**src/verilog/perf_sel_defs.svh**
```systemverilog
/*
  Offsets, field positions, event codes and reset values for the
  memory-controller performance event selector.
  Assumes a 32-bit register port with byte offsets on word boundaries.
*/
`ifndef PERF_SEL_DEFS_SVH
`define PERF_SEL_DEFS_SVH

// register offsets (byte address)
`define OFF_EVENT_SELECT   8'h00
`define OFF_QUEUE_MONITOR  8'h04
`define OFF_FLOW_CONFIG    8'h08
`define OFF_STATUS         8'h0c

// event_select fields
`define EVS_CODE_HI        7
`define EVS_CODE_LO        0
`define EVS_INS_HI         9
`define EVS_INS_LO         8
`define EVS_FRAME_HI       13
`define EVS_FRAME_LO       10

// flow_event_config fields
`define FLOW_CMD_LO        5
`define FLOW_CMD_HI        8
`define FLOW_RSP_LO        9
`define FLOW_RSP_HI        11
`define FLOW_SLOT0_LO      12
`define FLOW_SLOT_W        4

// event codes
`define EV_QUEUE_INSERT    8'h28
`define EV_READ_DEPTH      8'h3b
`define EV_WRITE_DEPTH     8'h3f
`define EV_FRAME_KIND      8'h09
`define EV_FLOW_SLOT0      8'h0d
`define EV_FLOW_SLOT1      8'h0e
`define EV_FLOW_SLOT2      8'h0f
`define EV_FLOW_SLOT3      8'h10

// frame selector codes
`define FRM_TRIPLE_CMD     4'h0
`define FRM_WRITE_PAYLOAD  4'h1
`define FRM_SYNC           4'h2
`define FRM_CHANNEL        4'h3
`define FRM_NOP            4'h8
`define FRM_SINGLE_CMD     4'hc

// flow primary selector codes
`define FSEL_POISON        4'h2
`define FSEL_ALERT         4'h3
`define FSEL_NOTHING       4'h4
`define FSEL_COMMANDS      4'h5
`define FSEL_RESPONSES     4'h6

// response outcome codes
`define RSP_RETRY          3'h1
`define RSP_NOTHING        3'h6

// reset values
`define RST_EVENT_SELECT   32'h0000_0000
`define RST_QUEUE_MONITOR  32'h0000_0000
`define RST_FLOW_CONFIG    32'h0000_0000

`endif

```
**src/verilog/perf_sel_pkg.sv**
```systemverilog
/*
  Types for the memory-controller performance event selector.
  Assumes perf_sel_defs.svh carries the numeric constants.
*/
`default_nettype none
package perf_sel_pkg;
  // insert-event flavours sharing one event code
  typedef enum logic [1:0] {
    INS_PLAIN,
    INS_CONFLICT,
    INS_MATCH,
    INS_MATCH_CONFLICT
  } insert_mode_t;
endpackage
`default_nettype wire

```
**src/verilog/memctl_perf_event_select.sv**
```systemverilog
/*
  Event selection for a memory-controller performance counter: dispatch
  queue inserts and depths, link frame kinds and four flow-control slots.
  Assumes the queue exposes its entry state each cycle and the event
  sources give one-cycle pulses, all synchronous to i_clk.
*/
// The address map and the address-and-strobe port were decided locally.
`timescale 1ns/1ns
`default_nettype none
`include "perf_sel_defs.svh"

module memctl_perf_event_select #(
  parameter int DEPTH  = 32,
  parameter int ADDR_W = 32
) (
  // clock and reset
  input  wire logic                    i_clk,
  input  wire logic                    i_rst,
  // register port
  input  wire logic [7:0]              i_addr,
  input  wire logic [31:0]             i_wdata,
  input  wire logic                    i_wr,
  input  wire logic                    i_rd,
  output var  logic [31:0]             o_rdata,
  // dispatch queue
  input  wire logic                    i_ins_valid,
  input  wire logic [ADDR_W-1:0]       i_ins_addr,
  input  wire logic [DEPTH-1:0]        i_q_valid,
  input  wire logic [DEPTH-1:0]        i_q_write,
  input  wire logic [DEPTH*ADDR_W-1:0] i_q_addr,
  // memory-link frames
  input  wire logic                    i_frame_valid,
  input  wire logic [3:0]              i_frame_kind,
  input  wire logic                    i_frame_single,
  // flow-control unit
  input  wire logic                    i_poison,
  input  wire logic                    i_alert,
  input  wire logic                    i_cmd_valid,
  input  wire logic [3:0]              i_cmd_type,
  input  wire logic                    i_rsp_valid,
  input  wire logic [2:0]              i_rsp_type,
  // counter side
  output var  logic [5:0]              o_inc,
  output var  logic [3:0]              o_flow_hit
);
  import perf_sel_pkg::*;

  localparam int CNT_W = $clog2(DEPTH + 1);

  logic [31:0]       event_select_q;
  logic [31:0]       queue_monitor_q;
  logic [31:0]       flow_config_q;
  logic              frame_illegal_q;
  logic [CNT_W-1:0]  read_depth_q;
  logic [CNT_W-1:0]  write_depth_q;

  // register decode
  wire sel_evs  = (i_addr == `OFF_EVENT_SELECT);
  wire sel_qmon = (i_addr == `OFF_QUEUE_MONITOR);
  wire sel_flow = (i_addr == `OFF_FLOW_CONFIG);
  wire sel_stat = (i_addr == `OFF_STATUS);

  wire [7:0] ev_code = event_select_q[`EVS_CODE_HI:`EVS_CODE_LO];
  wire [3:0] frame_sel = event_select_q[`EVS_FRAME_HI:`EVS_FRAME_LO];
  insert_mode_t ins_mode;
  assign ins_mode = insert_mode_t'(event_select_q[`EVS_INS_HI:`EVS_INS_LO]);

  wire [ADDR_W-1:0] match_address_field = queue_monitor_q[ADDR_W-1:0];
  wire [3:0] cmd_sel = flow_config_q[`FLOW_CMD_HI:`FLOW_CMD_LO];
  wire [2:0] rsp_sel = flow_config_q[`FLOW_RSP_HI:`FLOW_RSP_LO];

  // per-entry conflict compare and kind split
  logic [DEPTH-1:0] entry_hit;
  logic [DEPTH-1:0] entry_rd;
  logic [DEPTH-1:0] entry_wr;
  genvar e;
  generate
    for (e = 0; e < DEPTH; e = e + 1) begin : g_entry
      wire [ADDR_W-1:0] ea = i_q_addr[e*ADDR_W +: ADDR_W];
      assign entry_hit[e] = i_q_valid[e] && (ea == i_ins_addr);
      assign entry_rd[e]  = i_q_valid[e] && !i_q_write[e];
      assign entry_wr[e]  = i_q_valid[e] && i_q_write[e];
    end
  endgenerate

  // resident read and write counts
  logic [CNT_W-1:0] read_depth_d;
  logic [CNT_W-1:0] write_depth_d;
  always_comb begin
    read_depth_d  = '0;
    write_depth_d = '0;
    for (int i = 0; i < DEPTH; i++) begin
      read_depth_d  = read_depth_d + CNT_W'(entry_rd[i]);
      write_depth_d = write_depth_d + CNT_W'(entry_wr[i]);
    end
  end

  // insert flavours
  wire ins_conflict = i_ins_valid && (|entry_hit);
  wire ins_match    = i_ins_valid && (i_ins_addr == match_address_field);
  logic ins_hit;
  always_comb begin
    case (ins_mode)
      INS_PLAIN:          ins_hit = i_ins_valid;
      INS_CONFLICT:       ins_hit = ins_conflict;
      INS_MATCH:          ins_hit = ins_match;
      INS_MATCH_CONFLICT: ins_hit = ins_match && ins_conflict;
      default:            ins_hit = 1'b0;
    endcase
  end

  // frame kinds; illegal selections count nothing
  wire frame_legal =
    (frame_sel == `FRM_TRIPLE_CMD) || (frame_sel == `FRM_WRITE_PAYLOAD) ||
    (frame_sel == `FRM_SYNC) || (frame_sel == `FRM_CHANNEL) ||
    (frame_sel == `FRM_NOP) || (frame_sel == `FRM_SINGLE_CMD);
  wire frame_hit_single = i_frame_valid && i_frame_single &&
                          (frame_sel == `FRM_SINGLE_CMD);
  wire frame_hit_kind = i_frame_valid && frame_legal &&
                        (frame_sel != `FRM_SINGLE_CMD) &&
                        (i_frame_kind == frame_sel);
  wire frame_hit = frame_hit_single || frame_hit_kind;

  // shared qualifiers for command and response matching
  wire cmd_hit = i_cmd_valid && (i_cmd_type == cmd_sel);
  // a retry response is one pulse per retry, so each one counts
  wire rsp_hit = i_rsp_valid && (i_rsp_type == rsp_sel) &&
                 (rsp_sel != `RSP_NOTHING);

  // four independent flow slots
  logic [3:0] flow_hit_d;
  genvar s;
  generate
    for (s = 0; s < 4; s = s + 1) begin : g_slot
      wire [3:0] psel =
        flow_config_q[`FLOW_SLOT0_LO + s*`FLOW_SLOT_W +: `FLOW_SLOT_W];
      assign flow_hit_d[s] =
        (psel == `FSEL_POISON)    ? i_poison :
        (psel == `FSEL_ALERT)     ? i_alert :
        (psel == `FSEL_NOTHING)   ? 1'b0 :
        (psel == `FSEL_COMMANDS)  ? cmd_hit :
        (psel == `FSEL_RESPONSES) ? rsp_hit : 1'b0;
    end
  endgenerate

  // increment toward the counter
  wire is_read_depth  = (ev_code == `EV_READ_DEPTH);
  wire is_write_depth = (ev_code == `EV_WRITE_DEPTH);
  wire one_bit_hit =
    (ev_code == `EV_QUEUE_INSERT) ? ins_hit :
    (ev_code == `EV_FRAME_KIND)   ? frame_hit :
    (ev_code == `EV_FLOW_SLOT0)   ? flow_hit_d[0] :
    (ev_code == `EV_FLOW_SLOT1)   ? flow_hit_d[1] :
    (ev_code == `EV_FLOW_SLOT2)   ? flow_hit_d[2] :
    (ev_code == `EV_FLOW_SLOT3)   ? flow_hit_d[3] : 1'b0;
  wire [5:0] inc_d =
    is_read_depth  ? 6'(read_depth_d) :
    is_write_depth ? 6'(write_depth_d) :
    6'(one_bit_hit);

  // read mux; unmapped addresses read zero
  wire [31:0] status_word =
    {15'h0000, frame_illegal_q, 8'(write_depth_q), 8'(read_depth_q)};
  wire [31:0] rdata_d =
    sel_evs  ? event_select_q :
    sel_qmon ? queue_monitor_q :
    sel_flow ? flow_config_q :
    sel_stat ? status_word : 32'h0000_0000;

  // software-programmed configuration
  always_ff @(posedge i_clk or posedge i_rst) begin
    if (i_rst) begin
      event_select_q  <= `RST_EVENT_SELECT;
      queue_monitor_q <= `RST_QUEUE_MONITOR;
      flow_config_q   <= `RST_FLOW_CONFIG;
    end else if (i_wr) begin
      if (sel_evs) begin
        event_select_q <= i_wdata;
      end
      if (sel_qmon) begin
        queue_monitor_q <= i_wdata;
      end
      if (sel_flow) begin
        flow_config_q <= i_wdata;
      end
    end
  end

  // read data stands only in the cycle after the strobe
  always_ff @(posedge i_clk or posedge i_rst) begin
    if (i_rst) begin
      o_rdata <= 32'h0000_0000;
    end else begin
      o_rdata <= i_rd ? rdata_d : 32'h0000_0000;
    end
  end

  // observed state and counter outputs
  always_ff @(posedge i_clk or posedge i_rst) begin
    if (i_rst) begin
      read_depth_q    <= '0;
      write_depth_q   <= '0;
      frame_illegal_q <= 1'b0;
      o_inc           <= 6'h00;
      o_flow_hit      <= 4'h0;
    end else begin
      read_depth_q    <= read_depth_d;
      write_depth_q   <= write_depth_d;
      frame_illegal_q <= (ev_code == `EV_FRAME_KIND) && !frame_legal;
      o_inc           <= inc_d;
      o_flow_hit      <= flow_hit_d;
    end
  end

endmodule // memctl_perf_event_select
`default_nettype wire

```
**config.mk**
```make
export PLATFORM = sky130hd
export DESIGN_NAME = memctl_perf_event_select
export DESIGN_NICKNAME = d
export VERILOG_FILES = /design/src/verilog/perf_sel_pkg.sv /design/src/verilog/memctl_perf_event_select.sv
export VERILOG_INCLUDE_DIRS = /design/src /design/src/verilog
export SDC_FILE = /design/constraint.sdc
export NUM_CORES = 1
export LEC_CHECK = 0
export ABC_AREA = 1
export BUFFER_PORTS_ARGS = -buffer_cell sky130_fd_sc_hd__buf_4
export CORE_AREA = 2 2 470 472
export DETAILED_ROUTE_END_ITERATION = 8
export DIE_AREA = 0 0 472 474
export PLACE_DENSITY_LB_ADDON = 0.1
export SLEW_MARGIN = 20
export SYNTH_ARGS = -nofsm -noshare
export SYNTH_HDL_FRONTEND = slang
export SYNTH_SLANG_ARGS = --single-unit
```
**constraint.sdc**
```tcl
create_clock -name i_clk -period 4.8 [get_ports i_clk]
set_input_delay 0.96 -clock i_clk [delete_from_list [all_inputs] [get_ports i_clk]]
set_output_delay 0.96 -clock i_clk [all_outputs]
set_load 0.03 [all_outputs]
```
==> metrics.log <==
INFO  metric setup.worst_path.class = input port to flop
INFO  metric ff_latch_area = 0.003779 mm²
INFO  metric final-setup-viol-count = 14
INFO  metric route.final.wire_length = 280300 µm
INFO  metric final_hold_viol_count = 0
INFO  metric clockPowerShare = 17.6%
INFO  metric instances_no_fill = 8425
INFO  metric grt_max_degree = 152
INFO  metric synth.area.mux_share = 0%
INFO  metric period_needed = 5260 ps
INFO  metric critical_path.startpoint_type = input port
INFO  metric post_synth_inst_count = 4241
INFO  metric placement_rows = 172
INFO  metric max_frequency = 190.1 MHz
INFO  metric drv_slew = 0
INFO  metric numCtsBuffers = 17
INFO  metric die_width = 472 µm
INFO  metric worst-endpoint-arrival = 5610 ps
INFO  metric int_power = 0.004604 W
INFO  metric antenna_found_initial = 114
INFO  metric cts_tree = yes
INFO  metric drt_pass1_iterations = 7
INFO  metric grt_first_pass_wirelength = 350300 µm
INFO  metric simple_gate_fraction_of_synth_area = 36.76%
INFO  metric synth.ff_latch_count = 151
INFO  metric main_combinational_cell_family_by_area_after_synthesis = simple AND/OR/NAND/NOR gates
INFO  metric buffer_ports.inserted = 1223
INFO  metric globalplace.congestion = 0.9100
INFO  metric synth-adder-area-share = 4.720%
INFO  metric p_sw_share = 44.16%
INFO  metric cts-root-to-sink-buffers = 2
INFO  metric finalNetCount = 6738
INFO  metric unrepaired_setup_endpoints_after_global_routing = true
INFO  metric cts.reportedPaths.clkPinSlew = 80 ps
INFO  metric worst_skew_pair.late_latency = 460 ps
INFO  metric totalPowerFinal = 0.008246 W
INFO  metric root_buffer = clkbuf_16
INFO  metric io-pin-count = 1224
INFO  metric critical_path_peak_fanout = 2
INFO  metric drcViolationCount = 0
INFO  metric postPlaceCellArea = 0.03771 mm²
INFO  metric synth.lib_cells_used.distinct = 44
INFO  metric syn_warnings = 0
INFO  metric leakage = 19.38 nW
INFO  metric core_area = 0.2187 mm²
INFO  metric synth.area.top_cells = nand2_1, dfrtp_1, xnor2_1, inv_1, nor2_1
INFO  metric power.share.sequential = 17.3%
INFO  metric comb_power_share = 65.0%
INFO  metric proportion_of_synthesized_chip_area_in_sequential_cells = 15.70%
INFO  metric initial_standard_cell_utilization_of_the_core = 11.01%
INFO  metric die-height = 474 µm
INFO  metric multiInputGateArea = 0.01709 mm²
INFO  metric syn-mean-instance-area = 5.675 µm²
INFO  metric synth-xor-area-share = 14.52%
INFO  metric global_route.overflow_total = 0
INFO  metric vias_in_the_first_global_route = 34060
INFO  metric timing.critical_path.to_type = flop
INFO  metric synthDominantAreaCellType = nand2_1
INFO  metric r2r_start = flow_config_q[8]
INFO  metric drtAntennaViolNets = 0
INFO  metric fillCellCount = 25610
INFO  metric post_drt_wl_per_cell = 33.27 µm
INFO  metric hpwl = 238300 µm
INFO  metric post_synthesis_to_final_layout_area_growth = 61.28%
INFO  metric max-slew-margin-rel = 32.93%
INFO  metric type_of_the_worst_min_delay_path = flop to flop
INFO  metric setup_slack = -460.4 ps
INFO  metric grt_util_met1 = 27.58%
INFO  metric area_enclosed_by_the_die_boundary = 0.2237 mm²
INFO  metric global_route.usage.total = 24.06%
INFO  metric synth_area = 0.02407 mm²
INFO  metric post-place-cells = 8334
INFO  metric violations = negative setup slack
INFO  metric whs = 491.2 ps
INFO  metric avgViaCountPerCell = 3.980
INFO  metric most_used_routing_layer = met2
INFO  metric skew = 16.11 ps
INFO  metric timing.hold.worst.start = flow_config_q[8]
INFO  metric power.net_switching = 0.003641 W
INFO  metric power-per-cell-area = 212.4 mW/mm²
INFO  metric clock_sinks = 151
INFO  metric reg2reg_setup_slack = 2430 ps
INFO  metric timing.max_cap.violations = 0
INFO  metric result_of_the_run = finished, violations left
INFO  metric global_route.usage.met2 = 44.59%
INFO  metric design_area = 0.03882 mm²
INFO  metric htreeDepth = 4
INFO  metric setup_tns = -3988 ps
INFO  metric route.vias.total = 33530
INFO  metric initialDrtViolationCount = 2320
INFO  metric timing_worst_slew_pin_value = 998.9 ps
INFO  metric synthesis.nets = 5485
INFO  metric final.period_utilization = 109.6%
INFO  metric synth-compound-area-share = 13.85%
INFO  metric layout-drive-gt1-share = 29.56%
INFO  metric irDropWorstVdd = 311.4 µV
INFO  metric worst_setup_path_startpoint = i_q_valid[0]
INFO  metric crit_required = 5150 ps
INFO  metric use_met3 = 4.706%
INFO  metric synth.top_cell.area_share = 22.38%
==> path summary, 6_finish.rpt <==
kind | cells after the start | end
setup / recovery | 17 | o_inc[4]
hold / removal | 2 | flow_config_q[8]
setup reg to reg | 15 | o_inc[0]
hold reg to reg | 2 | flow_config_q[8]
max in group asynchronous | 3 | o_inc[0]
min in group asynchronous | 3 | o_flow_hit[3]
==> routing by layer <==
metal  up-vias  wire length, µm
li1      15660                -
met1     16170           109900
met2      1379           145300
met3       264            17000
met4        60             7744
met5         -              392
==> power by group through the flow <==
stage,clock (W),combinational [W],sequential [W]
2_1_floorplan,0,0.00207,0.00143
3_3_place_gp,0,0.00486,0.00146
3_5_place_dp,0,0.00485,0.00146
4_1_cts,0.00150,0.00520,0.00143
5_1_grt,0.00154,0.00581,0.00144
6_report,0.00145,0.00536,0.00143
==> Yosys cell counts, drive strengths merged <==
| cell type | instances |
|---|---|
| nand4 | 89 |
| a221oi | 10 |
| o21ai | 350 |
| and3 | 2 |
| a221o | 10 |
| nor4 | 9 |
| nand3b | 1 |
| nand3 | 118 |
| or2 | 61 |
| clkbuf | 70 |
| o2111ai | 4 |
| a31oi | 2 |
| o221ai | 14 |
| o21bai | 2 |
| o211ai | 37 |
| dfrtp | 151 |
| a21o | 2 |
| ha | 14 |
| fa | 48 |
| buf | 132 |
| xnor2 | 327 |
| inv | 666 |
| nand2 | 1435 |
| nor2 | 415 |
| xor2 | 72 |
| clkinv | 2 |
| o22ai | 88 |
| a211oi | 3 |
| a21oi | 48 |
| nor3b | 2 |
| a21boi | 2 |
| and2 | 6 |
| a22o | 9 |
| o41ai | 1 |
| nor3 | 39 |
==> critical path, stage by stage <==
cell and delay (ps):
buf_6 110, nand2_4 50, inv_2 40, fa_1 560, inv_2 50, fa_1 600, fa_2 520, fa_2 540
fa_1 560, inv_2 40, fa_1 450, ha_2 210, fa_2 390, nand3_2 80, nand3_2 80, xor2_2 160
a22o_1 210
==> layout by cell type, fill, tap and decap left out, types with 18 or more instances in the layout <==
cell / n
a21oi_1: 46
buf_12: 19
buf_4: 1398
buf_6: 18
dfrtp_1: 151
diode_2: 47
fa_1: 37
inv_1: 614
inv_2: 36
nand2_1: 1427
nand3_1: 114
nand4_1: 88
nor2_1: 410
nor3_1: 38
o211ai_1: 37
o21ai_0: 309
o21ai_1: 41
o22ai_1: 88
or2_2: 52
xnor2_1: 327
xor2_1: 67
==> cell type report <==
type	count	share of cell area [%]
multi-input combinational	3220	44.02
clock buffer	17	1.096
inverter	668	6.546
tap	2871	9.254
antenna	47	0.3030
sequential	151	9.734
clock inverter	15	0.4674
timing repair buffer	1436	28.58
==> metrics by stage <==
step                      util [%]  worst slack [ps]
after CTS                    17.64            -379.3
final                        17.75            -460.4
after global routing         17.74            -516.0
after global placement       17.24             -1013
after detailed placement     17.25             -1005
after floorplan                  -            -479.3
==> state kept, by name, summed over array words and instances, names as in the netlist <==
register / count
write_depth_q: 6
read_depth_q: 6
o_rdata: 32
event_select_q: 32
match_address_field: 32
o_flow_hit: 4
frame_illegal_q: 1
o_inc: 6
flow_config_q: 32
==> cells by family (layout without fill, tap and decap cells) <==
logic type	after synthesis	count (layout)
simple gates	2177	2177
buf+inv	870	2136
compound gates	582	582
xor+xnor	399	399
flops	151	151
fa+ha+maj	62	62
other cells	0	47
==> repair_timing <==
item	CTS	global route
endpoints found under the hold margin	0	0
hold buffers	0	0
pin swaps	16	30
setup buffers	10	4
resized for setup	50	35
endpoints found under the setup margin	15	16
No activity file was read; power rests on OpenSTA's default activity.
